`src/inc/rrcf_defs.vh`:
```
// Purpose: Constants for the redundant reference clock failover block
// Assumes: Core clock 125 MHz, register port with one-cycle read latency
// Notes:   Offsets are byte addresses of 32-bit words
`ifndef RRCF_DEFS_VH
`define RRCF_DEFS_VH
`define RRCF_OFS_CTRL     8'h00
`define RRCF_OFS_STATUS   8'h04
`define RRCF_OFS_IRQ_STAT 8'h08
`define RRCF_OFS_IRQ_MASK 8'h0c
`define RRCF_OFS_WINDOW   8'h10
`define RRCF_BIT_FAIL0    0
`define RRCF_BIT_FAIL1    1
`define RRCF_BIT_SWITCH   2
`define RRCF_IRQ_W        3
`define RRCF_MASK_RST     3'h0
// Longest reference period watched: 1/15 MHz = 66.667 ns
`define RRCF_REF_PERIOD_PS 66667
`define RRCF_CLK_PERIOD_PS 8000
// Least time, rounded up to whole core cycles
`define RRCF_WINDOW_CYC ((`RRCF_REF_PERIOD_PS + `RRCF_CLK_PERIOD_PS - 1) / `RRCF_CLK_PERIOD_PS)
`endif

```
`src/rrcf_edge_sync.v`:
```
// Purpose: Synchronise a pin and detect its falling edge
// Assumes: Pin idles high
// Notes:   First flop feeds only the second
`timescale 1ns/10ps
module rrcf_edge_sync (
    input  wire clk,                          // Core clock
    input  wire srst,                         // Synchronous reset
    input  wire pin_n,                        // Asynchronous active-low pin
    output wire fall                          // One-cycle fall event
);
    reg s1;                                   // First stage
    reg s2;                                   // Second stage
    reg s3;                                   // Edge history

    // Two-flop synchroniser plus history; resets to idle-high
    always @(posedge clk)
    begin
        if (srst)
        begin
            s1 <= 1'b1;
            s2 <= 1'b1;
            s3 <= 1'b1;
        end
        else
        begin
            s1 <= pin_n;
            s2 <= s1;
            s3 <= s2;
        end
    end

    // Only the transition counts, holding low gives no repeat
    assign fall = s3 & ~s2;
endmodule // rrcf_edge_sync

```
`src/rrcf_stuck_mon.v`:
```
// Purpose: Stuck-high / stuck-low monitor for one reference input
// Assumes: Reference sampled as synchronous to clk
// Notes:   Counts core cycles without a level change
`timescale 1ns/10ps
module rrcf_stuck_mon #(
    parameter CW = 8                          // Counter width
) (
    input  wire          clk,                 // Core clock
    input  wire          srst,                // Synchronous reset
    input  wire          ref_in,              // Reference input
    input  wire [CW-1:0] window,              // Cycles counted as one period
    output reg           stuck                // One-cycle failure pulse
);
    reg          ref_q;                       // Previous reference level
    reg [CW-1:0] run;                         // Cycles since last change

    // Independent timebase: runs on core clock, reset by reference edges
    always @(posedge clk)
    begin
        if (srst)
        begin
            ref_q <= 1'b0;
            run   <= {CW{1'b0}};
            stuck <= 1'b0;
        end
        else
        begin
            ref_q <= ref_in;
            stuck <= 1'b0;
            if (ref_in != ref_q)              // Edge seen, restart
                run <= {CW{1'b0}};
            else if (run != window)
                run <= run + {{(CW-1){1'b0}}, 1'b1};
            if (ref_in == ref_q && run + {{(CW-1){1'b0}}, 1'b1} == window)
                stuck <= 1'b1;
        end
    end
endmodule // rrcf_stuck_mon

```
`src/rrcf_top.v`:
```
// Purpose: Reference selection, failure alarms and failover control
// Assumes: All inputs but the clear pin synchronous to clk
// Notes:   Register port exposes state, mask, interrupts
//
// The address map and the address-and-strobe port were decided locally.
`timescale 1ns/10ps
`include "rrcf_defs.vh"
module rrcf_top #(
    parameter NOUT = 6,                       // Outputs per bank
    parameter CW   = 8                        // Stuck counter width
) (
    input  wire            clk,               // Core clock
    input  wire            srst,              // Synchronous reset
    input  wire            ref_input_zero,    // Reference input 0
    input  wire            ref_input_one,     // Reference input 1
    input  wire            primary_select,    // High: input 1 primary
    input  wire            manual_auto_n,     // Low manual, high auto
    input  wire            fail_flag_clear_n, // Falling edge clears alarms
    input  wire            output_disable_master_reset, // High: reset, tri-state
    input  wire [NOUT-1:0] bank_a_drive,      // Bank A source levels
    input  wire [NOUT-1:0] bank_b_drive,      // Bank B source levels
    output wire            ref_clk_out,       // Selected loop reference
    output reg             active_ref_indicator, // Low 0, high 1
    output reg             fail_flag_0_n,     // Alarm input 0, active low
    output reg             fail_flag_1_n,     // Alarm input 1, active low
    output wire            auto_failover_mode,// Automatic mode active
    output wire            divider_reset,     // Holds dividers in reset
    output reg  [NOUT-1:0] bank_a_outputs,    // Bank A data
    output wire [NOUT-1:0] bank_a_oe,         // Bank A drive enables
    output reg  [NOUT-1:0] bank_b_outputs,    // Bank B data
    output wire [NOUT-1:0] bank_b_oe,         // Bank B drive enables
    input  wire [7:0]      reg_addr,          // Register byte address
    input  wire [31:0]     reg_wdata,         // Write data
    input  wire            reg_wr,            // Write strobe
    input  wire            reg_rd,            // Read strobe
    output reg  [31:0]     reg_rdata,         // Read data, next cycle
    output wire            irq                // Level interrupt
);
    wire                    stuck0;           // Input 0 failure pulse
    wire                    stuck1;           // Input 1 failure pulse
    wire                    clr_evt;          // Alarm clear event
    reg                     sel_q;            // Last sampled select level
    reg                     init_done;        // Indicator seeded from select
    reg  [CW-1:0]           window;           // Stuck window in cycles
    reg  [`RRCF_IRQ_W-1:0]  irq_stat;         // Sticky events
    reg  [`RRCF_IRQ_W-1:0]  irq_mask;         // Interrupt enables
    reg                     next_ind;         // Next reference choice
    reg                     auto_sw;          // Auto switch this cycle
    wire                    fail0;            // Input 0 has alarm
    wire                    fail1;            // Input 1 has alarm
    wire                    prim_fail;        // Primary alarm
    wire                    sec_fail;         // Secondary alarm
    wire [`RRCF_IRQ_W-1:0]  evt;              // Event vector
    wire                    wr_irq;           // Write to interrupt status
    localparam [31:0]       WIN_RST = `RRCF_WINDOW_CYC; // Window reset, cut to CW below

    // Monitors for both inputs
    rrcf_stuck_mon #(.CW(CW)) u_mon0 (
        .clk    (clk),
        .srst   (srst),
        .ref_in (ref_input_zero),
        .window (window),
        .stuck  (stuck0)
    );
    rrcf_stuck_mon #(.CW(CW)) u_mon1 (
        .clk    (clk),
        .srst   (srst),
        .ref_in (ref_input_one),
        .window (window),
        .stuck  (stuck1)
    );
    rrcf_edge_sync u_clr (
        .clk   (clk),
        .srst  (srst),
        .pin_n (fail_flag_clear_n),
        .fall  (clr_evt)
    );

    assign fail0              = ~fail_flag_0_n;
    assign fail1              = ~fail_flag_1_n;
    assign auto_failover_mode = manual_auto_n;
    assign prim_fail          = primary_select ? fail1 : fail0;
    assign sec_fail           = primary_select ? fail0 : fail1;

    // Exactly one input feeds the loop
    assign ref_clk_out = active_ref_indicator ? ref_input_one : ref_input_zero;

    // Alarm latches; new failure beats a clear in the same cycle
    always @(posedge clk)
    begin
        if (srst)
        begin
            fail_flag_0_n <= 1'b1;
            fail_flag_1_n <= 1'b1;
        end
        else
        begin
            if (stuck0)
                fail_flag_0_n <= 1'b0;
            else if (clr_evt)
                fail_flag_0_n <= 1'b1;
            if (stuck1)
                fail_flag_1_n <= 1'b0;
            else if (clr_evt)
                fail_flag_1_n <= 1'b1;
        end
    end

    // Reference choice
    always @*
    begin
        next_ind = active_ref_indicator;
        auto_sw  = 1'b0;
        if (!init_done)
            next_ind = primary_select;
        else if (clr_evt)
            next_ind = (fail0 & fail1) ? 1'b0 : primary_select;
        else if (primary_select != sel_q)
            next_ind = primary_select;
        else if (manual_auto_n && prim_fail && !sec_fail
                 && active_ref_indicator == primary_select)
        begin
            next_ind = ~primary_select;
            auto_sw  = 1'b1;
        end
        else if (!manual_auto_n)
            next_ind = primary_select;
    end

    // Selection state
    always @(posedge clk)
    begin
        if (srst)
        begin
            active_ref_indicator <= 1'b0;
            sel_q                <= 1'b0;
            init_done            <= 1'b0;
        end
        else
        begin
            init_done            <= 1'b1;
            sel_q                <= primary_select;
            active_ref_indicator <= next_ind;
        end
    end

    // Output banks: dividers held and banks tri-stated under master reset
    assign divider_reset = output_disable_master_reset;
    assign bank_a_oe     = {NOUT{~output_disable_master_reset}};
    assign bank_b_oe     = {NOUT{~output_disable_master_reset}};
    always @(posedge clk)
    begin
        if (srst || output_disable_master_reset)
        begin
            bank_a_outputs <= {NOUT{1'b0}};
            bank_b_outputs <= {NOUT{1'b0}};
        end
        else
        begin
            bank_a_outputs <= bank_a_drive;
            bank_b_outputs <= bank_b_drive;
        end
    end

    // Interrupt events; set wins over write-one-to-clear
    assign evt    = {auto_sw, stuck1, stuck0};
    assign wr_irq = reg_wr && reg_addr == `RRCF_OFS_IRQ_STAT;
    assign irq    = |(irq_stat & irq_mask);

    // Register writes
    always @(posedge clk)
    begin
        if (srst)
        begin
            irq_stat <= {`RRCF_IRQ_W{1'b0}};
            irq_mask <= `RRCF_MASK_RST;
            window   <= WIN_RST[CW-1:0];
        end
        else
        begin
            irq_stat <= (irq_stat & ~(wr_irq ? reg_wdata[`RRCF_IRQ_W-1:0]
                                             : {`RRCF_IRQ_W{1'b0}})) | evt;
            if (reg_wr && reg_addr == `RRCF_OFS_IRQ_MASK)
                irq_mask <= reg_wdata[`RRCF_IRQ_W-1:0];
            else if (reg_wr && reg_addr == `RRCF_OFS_WINDOW && reg_wdata[CW-1:0] != 0)
                window <= reg_wdata[CW-1:0];
        end
    end

    // Register reads, one cycle latency, unmapped reads zero
    always @(posedge clk)
    begin
        if (srst)
            reg_rdata <= 32'h0;
        else if (!reg_rd)
            reg_rdata <= 32'h0;
        else if (reg_addr == `RRCF_OFS_CTRL)
            reg_rdata <= {28'h0, output_disable_master_reset, manual_auto_n,
                          primary_select, fail_flag_clear_n};
        else if (reg_addr == `RRCF_OFS_STATUS)
            reg_rdata <= {29'h0, active_ref_indicator, fail1, fail0};
        else if (reg_addr == `RRCF_OFS_IRQ_STAT)
            reg_rdata <= {29'h0, irq_stat};
        else if (reg_addr == `RRCF_OFS_IRQ_MASK)
            reg_rdata <= {29'h0, irq_mask};
        else if (reg_addr == `RRCF_OFS_WINDOW)
            reg_rdata <= {{(32-CW){1'b0}}, window};
        else
            reg_rdata <= 32'h0;
    end
endmodule // rrcf_top

```
`config.mk`:
```
export PLATFORM = sky130hd
export DESIGN_NAME = rrcf_top
export DESIGN_NICKNAME = d
export VERILOG_FILES = /design/src/rrcf_edge_sync.v /design/src/rrcf_stuck_mon.v /design/src/rrcf_top.v
export VERILOG_INCLUDE_DIRS = /design/src /design/src/inc
export SDC_FILE = /design/constraint.sdc
export NUM_CORES = 1
export LEC_CHECK = 0
export BUFFER_PORTS_ARGS = -buffer_cell sky130_fd_sc_hd__clkbuf_2
export CAP_MARGIN = 20
export CELL_PAD_IN_SITES_DETAIL_PLACEMENT = 1
export CELL_PAD_IN_SITES_GLOBAL_PLACEMENT = 2
export CORE_AREA = 8 8 127 129
export CTS_BUF_LIST = sky130_fd_sc_hd__clkbuf_16
export CTS_CLUSTER_DIAMETER = 120
export DETAILED_ROUTE_END_ITERATION = 10
export DIE_AREA = 0 0 135 137
export PLACE_DENSITY = 0.79
export SKIP_LAST_GASP = 1
export SYNTH_ARGS = -nofsm -noshare
export SYNTH_HDL_FRONTEND = slang
export SYNTH_HIERARCHICAL = 1
export SYNTH_SLANG_ARGS = --single-unit
```
`constraint.sdc`:
```
create_clock -name clk -period 1.8 [get_ports clk]
set_input_delay 0.36 -clock clk [delete_from_list [all_inputs] [get_ports clk]]
set_output_delay 0.36 -clock clk [all_outputs]
set_load 0.02 [all_outputs]
```
==> qor.tcl, run 1 <==
set qor(synthDominantAreaCellType) {sky130_fd_sc_hd__dfxtp_1}
set qor(drcViolationCount) 0
set qor(timing.final.max_slew_violations) 0
set qor(grt_use_total) 0.109
set qor(finish.instance_area_um2) 4270
set qor(die_y_um) 137
set qor(power_density_nw_per_um2) 845
set qor(die_w_um) 135
set qor(crit_path_start_kind) {flip-flop}
set qor(core_area_um2) 14200
set qor(num_antenna_cells) 0
set qor(run_status) {finished clean}
set qor(layout.core_utilization) 0.300
set qor(synth_top_cells_by_count) {sky130_fd_sc_hd__dfxtp_1 (62), sky130_fd_sc_hd__nand2_1 (44), sky130_fd_sc_hd__buf_4 (39), sky130_fd_sc_hd__mux2i_1 (21)}
set qor(post_drt_wl_per_cell_um) 14.9
set qor(cts_num_sinks) 62
set qor(initial_utilization) 0.243
set qor(tritoncts.num_buffers) 9
set qor(ys_dominant_reg_cell) {sky130_fd_sc_hd__dfxtp_1}
set qor(ys_seq_elements) 62
set qor(floorplan.io_pins) 125
set qor(antenna_found_initial) 0
set qor(htree_num_levels) 3
set qor(grt_setup_unrepaired) {false}
set qor(detail_route.first_pass.iterations) 4
set qor(cap_violations) 0
set qor(post-synth-top-count-cell) {sky130_fd_sc_hd__dfxtp_1}
set qor(fin_worst_skew_ps) 5.15
set qor(cell_types_occupying_the_most_area_after_synthesis) {sky130_fd_sc_hd__dfxtp_1 (36%), sky130_fd_sc_hd__buf_4 (8.5%), sky130_fd_sc_hd__mux2i_1 (6.1%)}
set qor(drive_gt1_frac) 0.255
set qor(synth-edff-count) 0
set qor(worst-endpoint-arrival_ps) 1910
set qor(layout_worst_path_cycle_share) 0.941
set qor(placed_area_um2) 3960
set qor(ys_async_sr_fraction) 0
set qor(synth_cell_types) 51
set qor(worst-setup-path-type) {flip-flop to flip-flop}
set qor(synth.yosys.seq_area_share) 0.360
set qor(worst-slew-pin-transition_ps) 532
set qor(drt_iter0_drc) 117
set qor(worst_skew_pair.late_latency_ps) 330
set qor(setup_slack_ps) 106
set qor(yosysWarnings) 6
set qor(via_count_of_the_first_global_routing_pass) 3262
set qor(cts_repair_resizes) 0
set qor(layoutNonFillerInstCount) 663
set qor(synth_cells) 391
set qor(place_ws_ps) -49.7
set qor(route.vias.total) 2999
set qor(setup_viol) 0
set qor(area_delta_synth_final_pct) 23.6
set qor(critPathMaxFanout) 8
set qor(worstPathRequired_ps) 2020
set qor(ant_nets) 0
set qor(pin_count_of_the_biggest_net_entering_global_routing) 15
set qor(ctsRootBufferMaster) {sky130_fd_sc_hd__clkbuf_16}
set qor(finalWorstPathRequiredPeriod_ps) 1690
set qor(max_freq_mhz) 590
set qor(critPathCaptureType) {flip-flop}
set qor(cts_buffer_depth) 2
set qor(power.ir.vdd_worst_mv) 0.556
set qor(mappedNetlistArea_um2) 3450
set qor(syn_avg_cell_area_um2) 8.83
set qor(yosysTopAreaCellShare) 0.360
set qor(route.detailed.vias_per_inst) 4.52
set qor(rows) 44
set qor(hold_violations) 0
set qor(worst_slew_margin_rel) 0.644
set qor(io_buffers) 76
set qor(post_cts_hold_buffer_count) 0
set qor(die_area_um2) 18500
set qor(leakage_nw) 1.84
set qor(nNetsFinal) 538
set qor(postRouteWirelength_um) 9870
set qor(tritoncts_clock_tree) {done}
set qor(grt_pass1_wl_um) 16100
set qor(overflow) 0
set qor(hpwlAfterDp_um) 7910
set qor(cts_setup_buffers) 0
set qor(final_weighted_congestion_in_routability_driven_placement) 0.824
set qor(worst_hold_path_type) {input port to flip-flop}
set qor(post-place-cells) 647
set qor(path_clk_slew_ps) 50
==> worst paths after layout <==
| path | startpoint | to | slack, ps | depth (start not counted) |
|---|---|---|---|---|
| worst max-delay path | window[1]$_SDFFE_PP0P_ | u_mon0/run[0]$_SDFFE_PP0P_ | 110 | 5 |
| worst max register to register | window[1]$_SDFFE_PP0P_ | u_mon0/run[0]$_SDFFE_PP0P_ | 110 | 5 |
| worst min-delay path | bank_a_drive[0] | bank_a_outputs[0]$_SDFF_PP0_ | 230 | 2 |
| worst min register to register | u_clr/s1$_SDFF_PP1_ | u_clr/s2$_SDFF_PP1_ | 410 | 1 |
==> power breakdown <==
part	switching, mW	leakage (nW)	total (mW)	internal [mW]
clock	0.584	0.159	1.77	1.19
sequential	0.0217	0.504	1.42	1.40
combinational	0.254	1.18	0.409	0.155
total	0.860	1.84	3.61	2.75
==> placed cells by master, fill, tap and decap left out, drive strengths merged, types with 3 or more instances in the layout <==
cell / n
nor2b: 7
o21a: 6
o21ai: 6
xnor2: 14
xor2: 12
clkbuf: 85
inv: 9
nor3b: 4
buf: 22
a211oi: 4
nand3: 7
nor3: 11
nand4: 3
or2: 3
dfxtp: 62
a21boi: 4
nor2: 19
clkinv: 4
a221oi: 3
mux2i: 21
or3: 12
and2: 19
nand3b: 3
a31oi: 5
a21oi: 17
and3: 14
nand2: 44
and4: 6
conb: 24
nor4: 9
==> layer usage <==
metal | up-vias | routed length (um) | GRT usage
li1 | 1476 | - | -
met1 | 1427 | 4560 | 0.131
met2 | 92 | 4530 | 0.175
met3 | 4 | 663 | 0.0396
met4 | 0 | 115 | 0.0419
met5 | - | 0 | 0
==> per-stage QoR <==
stage               setup TNS [ps]  total power [mW]  hold WS [ps]
floorplan                        0              1.74           385
global placement                 0              1.85           388
detailed placement            -267              1.86           402
CTS                              0              3.67           218
global route                     0              3.76           220
finish                           0              3.61           232
==> logic make-up after synthesis <==
family,count (synthesis),share of synthesized area
AOI/OAI and AO/OA,54,0.108
xor gates and xnor gates,26,0.0660
adders and majority gates,2,0.00725
buffers and inverters,57,0.115
DFF,62,0.360
muxes,22,0.0642
other,1,0.00109
and+or+nand+nor,167,0.279
==> critical path, stage by stage, from the launching register on <==
cell and delay [ps]:
sky130_fd_sc_hd__dfxtp_1 560, sky130_fd_sc_hd__xor2_1 180, sky130_fd_sc_hd__nor4_4 370, sky130_fd_sc_hd__buf_4 220, sky130_fd_sc_hd__a21oi_1 70, sky130_fd_sc_hd__o21a_1 190
==> registers in the layout, indices dropped and copies added, names as in the netlist, 3 cells and up <==
register / count
bank_a_outputs: 6
bank_b_outputs: 6
u_mon0/run: 8
u_mon1/run: 8
window: 8
irq_mask: 3
irq_stat: 3
reg_rdata: 8
==> cell type report <==
type                       instances  area [um^2]
clock inverter                     7         81.3
timing repair buffer              98          558
tap                              184          230
multi-input combinational        295         1900
clock buffer                       9          225
inverter                           8         30.0
sequential                        62         1240
fill                            1749         9940
No activity file was read; power rests on OpenSTA's default activity.
==> run 2: changes to the inputs <==
--- a/config.mk
+++ b/config.mk
@@ -8,14 +8,15 @@
 export LEC_CHECK = 0
 export BUFFER_PORTS_ARGS = -buffer_cell sky130_fd_sc_hd__clkbuf_2
 export CAP_MARGIN = 20
-export CELL_PAD_IN_SITES_DETAIL_PLACEMENT = 1
-export CELL_PAD_IN_SITES_GLOBAL_PLACEMENT = 2
-export CORE_AREA = 8 8 127 129
+export CELL_PAD_IN_SITES_DETAIL_PLACEMENT = 0
+export CELL_PAD_IN_SITES_GLOBAL_PLACEMENT = 1
+export CORE_AREA = 8 8 107 109
 export CTS_BUF_LIST = sky130_fd_sc_hd__clkbuf_16
 export CTS_CLUSTER_DIAMETER = 120
 export DETAILED_ROUTE_END_ITERATION = 10
-export DIE_AREA = 0 0 135 137
-export PLACE_DENSITY = 0.79
+export DIE_AREA = 0 0 115 117
+export HOLD_SLACK_MARGIN = 0.05
+export PLACE_DENSITY = 0.87
 export SKIP_LAST_GASP = 1
 export SYNTH_ARGS = -nofsm -noshare
 export SYNTH_HDL_FRONTEND = slang
==> qor.tcl, run 2 (same netlist as run 1, synthesis figures left out) <==
set qor(drcViolationCount) 0
set qor(setup_viol) 0
set qor(cp_slowest_stage_delay_ps) 450
set qor(slowest_stage) {sky130_fd_sc_hd__dfxtp_1}
set qor(mostFrequentLayoutCells) {sky130_fd_sc_hd__clkbuf_2 (76), sky130_fd_sc_hd__dfxtp_1 (62), sky130_fd_sc_hd__nand2_1 (44), sky130_fd_sc_hd__conb_1 (24), sky130_fd_sc_hd__mux2i_1 (21)}
set qor(io_buffers) 76
set qor(core_area_um2) 9910
set qor(ctsRootBufferMaster) {sky130_fd_sc_hd__clkbuf_16}
set qor(worst-endpoint-arrival_ps) 1290
set qor(die_y_um) 117
set qor(ant_nets) 0
set qor(post_cts_hold_buffer_count) 0
set qor(postRouteWirelength_um) 8800
set qor(worst-setup-path-type) {flip-flop to output port}
set qor(worst-slew-pin-transition_ps) 637
set qor(worstPathRequired_ps) 1440
set qor(via_count_of_the_first_global_routing_pass) 3046
set qor(drive_gt1_frac) 0.258
set qor(route.vias.total) 3017
set qor(cts_buffer_depth) 2
set qor(final_weighted_congestion_in_routability_driven_placement) 0.820
set qor(timing.final.max_slew_violations) 0
set qor(cts_repair_resizes) 0
set qor(floorplan.io_pins) 125
set qor(place_ws_ps) 137
set qor(worst_hold_path_type) {input port to flip-flop}
set qor(worstPathCellList) {mux2_2, clkbuf_2}
set qor(worst_slew_margin_rel) 0.573
set qor(most_common_cell_after_layout_fill_and_taps_aside) {sky130_fd_sc_hd__clkbuf_2}
set qor(final.setup.tns_ps) 0
set qor(run_status) {finished clean}
set qor(die_area_um2) 13500
set qor(nNetsFinal) 536
set qor(antenna_found_initial) 0
set qor(tritoncts_clock_tree) {done}
set qor(num-fill-cells) 1050
set qor(fin_worst_skew_ps) 4.79
set qor(pin_count_of_the_biggest_net_entering_global_routing) 20
set qor(power_density_nw_per_um2) 836
set qor(worst_skew_pair.late_latency_ps) 330
set qor(detail_route.first_pass.iterations) 5
set qor(setup_slack_ps) 152
set qor(grt_setup_unrepaired) {false}
set qor(rows) 37
set qor(power.ir.vdd_worst_mv) 0.588
set qor(area_delta_synth_final_pct) 20.6
set qor(finalHoldWorstSlack_ps) 231
set qor(flip_flop_and_latch_area_um2) 1240
set qor(drt_iter0_drc) 177
set qor(power.total_mw) 3.48
set qor(grt_use_total) 0.134
set qor(hpwlAfterDp_um) 6870
set qor(tritoncts.num_buffers) 9
set qor(crit_path_start_kind) {flip-flop}
set qor(route.detailed.vias_per_inst) 4.92
set qor(initial_utilization) 0.348
set qor(hold_violations) 0
set qor(grt_pass1_wl_um) 14400
set qor(num_antenna_cells) 0
set qor(htree_num_levels) 3
set qor(cap_violations) 0
set qor(die_w_um) 115
set qor(path_clk_slew_ps) 50
set qor(overflow) 0
set qor(multi_input_area_um2) 1900
set qor(post_drt_wl_per_cell_um) 14.4
set qor(leakage_nw) 1.81
set qor(layout_worst_path_cycle_share) 0.916
set qor(critPathCaptureType) {output port}
set qor(finalWorstPathRequiredPeriod_ps) 1650
set qor(critPathMaxFanout) 6
set qor(max_freq_mhz) 607
set qor(cts_num_sinks) 62
set qor(cts_setup_buffers) 0
## run 2: final timing paths
| path | start | to | slack (ps) | depth (start not counted) |
|---|---|---|---|---|
| worst max-delay path | active_ref_indicator$_SDFFE_PP0P_ | ref_clk_out | 150 | 2 |
| worst min-delay path | bank_b_drive[5] | bank_b_outputs[5]$_SDFF_PP0_ | 230 | 2 |
| worst max register to register | window[7]$_SDFFE_PP0P_ | u_mon0/run[6]$_SDFFE_PP0P_ | 190 | 5 |
| worst min register to register | u_clr/s1$_SDFF_PP1_ | u_clr/s2$_SDFF_PP1_ | 410 | 1 |
## run 2: through the flow
stage          std cells  cell area [um^2]  utilization
3_3_place_gp         597              3870        0.391
5_1_grt              613              4160        0.420
3_5_place_dp         597              3870        0.391
6_report             613              4160        0.420
2_1_floorplan        414              3540            -
4_1_cts              613              4160        0.420
## run 2: worst max-delay path, delay by kind of cell (launching register included)
kind / cells / cell delay [ps]
muxes: 1 / 360
DFF: 1 / 450
buffers and inverters: 1 / 150
## run 2: power breakdown
part           internal, mW  switching (mW)  leakage (nW)
clock network          1.06           0.607         0.141
logic                 0.148           0.245          1.16
registers              1.40          0.0207         0.504
## run 2: final cells by class
| type | instances | share of cell area |
|---|---|---|
| inverter | 8 | 0.00721 |
| clock inverter | 7 | 0.0156 |
| timing repair buffer | 96 | 0.127 |
| tap | 136 | 0.0409 |
| multi-input combinational | 295 | 0.457 |
| clock buffer | 9 | 0.0541 |
| sequential | 62 | 0.298 |
## run 2: per-layer routing
| metal | routed length, um | global-route usage |
|---|---|---|
| met5 | 0 | 0 |
| met4 | 186 | 0.0534 |
| met3 | 766 | 0.0487 |
| met2 | 4140 | 0.212 |
| met1 | 3710 | 0.163 |
==> run 3: changes to the inputs <==
--- a/config.mk
+++ b/config.mk
@@ -10,13 +10,15 @@
 export CAP_MARGIN = 20
 export CELL_PAD_IN_SITES_DETAIL_PLACEMENT = 0
 export CELL_PAD_IN_SITES_GLOBAL_PLACEMENT = 1
-export CORE_AREA = 8 8 107 109
+export CORE_AREA = 8 8 104 106
 export CTS_BUF_LIST = sky130_fd_sc_hd__clkbuf_16
 export CTS_CLUSTER_DIAMETER = 120
 export DETAILED_ROUTE_END_ITERATION = 10
-export DIE_AREA = 0 0 115 117
+export DIE_AREA = 0 0 112 114
 export HOLD_SLACK_MARGIN = 0.05
-export PLACE_DENSITY = 0.87
+export MAX_ROUTING_LAYER = met4
+export PLACE_DENSITY = 0.91
+export REMOVE_ABC_BUFFERS = 1
 export SKIP_LAST_GASP = 1
 export SYNTH_ARGS = -nofsm -noshare
 export SYNTH_HDL_FRONTEND = slang
==> constraint.sdc (replaced) <==
create_clock -name clk -period 2.05 [get_ports clk]
set_input_delay 0.41 -clock clk [delete_from_list [all_inputs] [get_ports clk]]
set_output_delay 0.41 -clock clk [all_outputs]
set_load 0.02 [all_outputs]
==> qor.tcl, run 3 (same netlist as run 1, synthesis figures left out) <==
set qor(timing.final.max_slew_violations) 0
set qor(slowest_stage) {sky130_fd_sc_hd__nor4_4}
set qor(route.vias.total) 2905
set qor(worst_slew_margin_rel) 0.538
set qor(worst_hold_path_type) {input port to flip-flop}
set qor(io_buffers) 76
set qor(power.ir.vdd_worst_mv) 0.477
set qor(die_y_um) 114
set qor(finalWorstPathRequiredPeriod_ps) 1740
set qor(detail_route.first_pass.iterations) 5
set qor(cap_violations) 0
set qor(tritoncts_clock_tree) {done}
set qor(core_area_um2) 9110
set qor(tritoncts.num_buffers) 9
set qor(ant_nets) 0
set qor(num_antenna_cells) 0
set qor(cts_repair_resizes) 0
set qor(nNetsFinal) 520
set qor(ctsRootBufferMaster) {sky130_fd_sc_hd__clkbuf_16}
set qor(setup_slack_ps) 308
set qor(initial_utilization) 0.379
set qor(route.detailed.vias_per_inst) 5.08
set qor(area_delta_synth_final_pct) 15.3
set qor(floorplan.io_pins) 125
set qor(run_status) {finished clean}
set qor(power_density_nw_per_um2) 723
set qor(cts_buffer_depth) 2
set qor(post_cts_hold_buffer_count) 0
set qor(die_w_um) 112
set qor(die_area_um2) 12800
set qor(path_clk_slew_ps) 60
set qor(pin_count_of_the_biggest_net_entering_global_routing) 21
set qor(critPathCaptureType) {flip-flop}
set qor(worst-endpoint-arrival_ps) 1960
set qor(worst_hold_startpoint) {fail_flag_clear_n}
set qor(grt_pass1_wl_um) 13800
set qor(layoutNonFillerInstCount) 572
set qor(placed_area_um2) 3720
set qor(cp_slowest_stage_delay_ps) 580
set qor(grt_setup_unrepaired) {false}
set qor(rows) 35
set qor(post-place-cells) 556
set qor(worstPathRequired_ps) 2270
set qor(cts_setup_buffers) 0
set qor(grt_use_total) 0.136
set qor(post_drt_wl_per_cell_um) 14.8
set qor(htree_num_levels) 3
set qor(hold_violations) 0
set qor(power.total_mw) 2.88
set qor(via_count_of_the_first_global_routing_pass) 2928
set qor(num-fill-cells) 920
set qor(startpoint_of_the_lowest_slack_register_to_register_path) {window[1]$_SDFFE_PP0P_}
set qor(overflow) 0
set qor(antenna_found_initial) 0
set qor(drcViolationCount) 0
set qor(cts_num_sinks) 62
set qor(postRouteWirelength_um) 8440
set qor(critPathMaxFanout) 10
set qor(layout_worst_path_cycle_share) 0.850
set qor(fin_worst_skew_ps) 7.08
set qor(drt_iter0_drc) 127
set qor(worstPathCellList) {xor2_1, nor4_4, a21boi_0, o21a_1}
set qor(worst-slew-pin-transition_ps) 690
set qor(most_common_cell_after_layout_fill_and_taps_aside) {sky130_fd_sc_hd__clkbuf_2}
set qor(place_ws_ps) 247
set qor(finish.instance_area_um2) 3980
set qor(leakage_nw) 1.72
set qor(final_weighted_congestion_in_routability_driven_placement) 0.877
set qor(worst-setup-path-type) {flip-flop to flip-flop}
set qor(crit_path_start_kind) {flip-flop}
set qor(mostFrequentLayoutCells) {sky130_fd_sc_hd__clkbuf_2 (76), sky130_fd_sc_hd__dfxtp_1 (62), sky130_fd_sc_hd__nand2_1 (44), sky130_fd_sc_hd__conb_1 (24), sky130_fd_sc_hd__mux2i_1 (21)}
set qor(drive_gt1_frac) 0.223
set qor(crit_start) {window[1]$_SDFFE_PP0P_}
set qor(max_freq_mhz) 574
set qor(hpwlAfterDp_um) 6390
set qor(worst_skew_pair.late_latency_ps) 320
set qor(setup_viol) 0
run 3: routing by layer:
metal / vias to the layer above / global-route usage / wire length, um / part of all wire
li1: 1441 / - / - / -
met1: 1346 / 0.162 / 3910 / 0.46
met2: 114 / 0.216 / 3880 / 0.46
met3: 4 / 0.0401 / 614 / 0.073
met4: 0 / 0.0441 / 41 / 0.0049
met5: - / - / 0 / 0
run 3: critical path, delay by kind of cell (launching register included):
kind,cells,cell delay [ps]
AO/OA/AOI/OAI,2,400
AND/OR/NAND/NOR,1,580
flip-flops,1,510
XOR/XNOR,1,160
run 3: worst paths after layout:
check	endpoint	slack [ps]	cells past startpoint
worst max-delay path	u_mon0/run[1]$_SDFFE_PP0P_	310	4
worst min register to register	u_clr/s2$_SDFF_PP1_	400	1
worst min-delay path	u_clr/s1$_SDFF_PP1_	280	2
worst max register to register	u_mon0/run[1]$_SDFFE_PP0P_	310	4
run 3: power breakdown:
part	internal (mW)	switching, mW	leakage (nW)
clock network	0.796	0.510	0.137
logic	0.114	0.212	1.08
registers	1.23	0.0177	0.504
total	2.14	0.740	1.72
run 3: per-stage QoR:
step,hold slack [ps],TNS [ps],utilization
after floorplan,385,-1630,-
after global placement,390,0,0.409
after detailed placement,399,0,0.409
after CTS,273,0,0.437
after global routing,280,0,0.437
final,284,0,0.437
run 3: layout make-up:
class	count	area (um^2)	share of cell area
multi-input combinational	295	1900	0.478
sequential	62	1240	0.312
timing repair buffer	80	410	0.103
clock buffer	9	225	0.0566
tap	111	139	0.0349
clock inverter	7	33.8	0.00849
inverter	8	30.0	0.00754
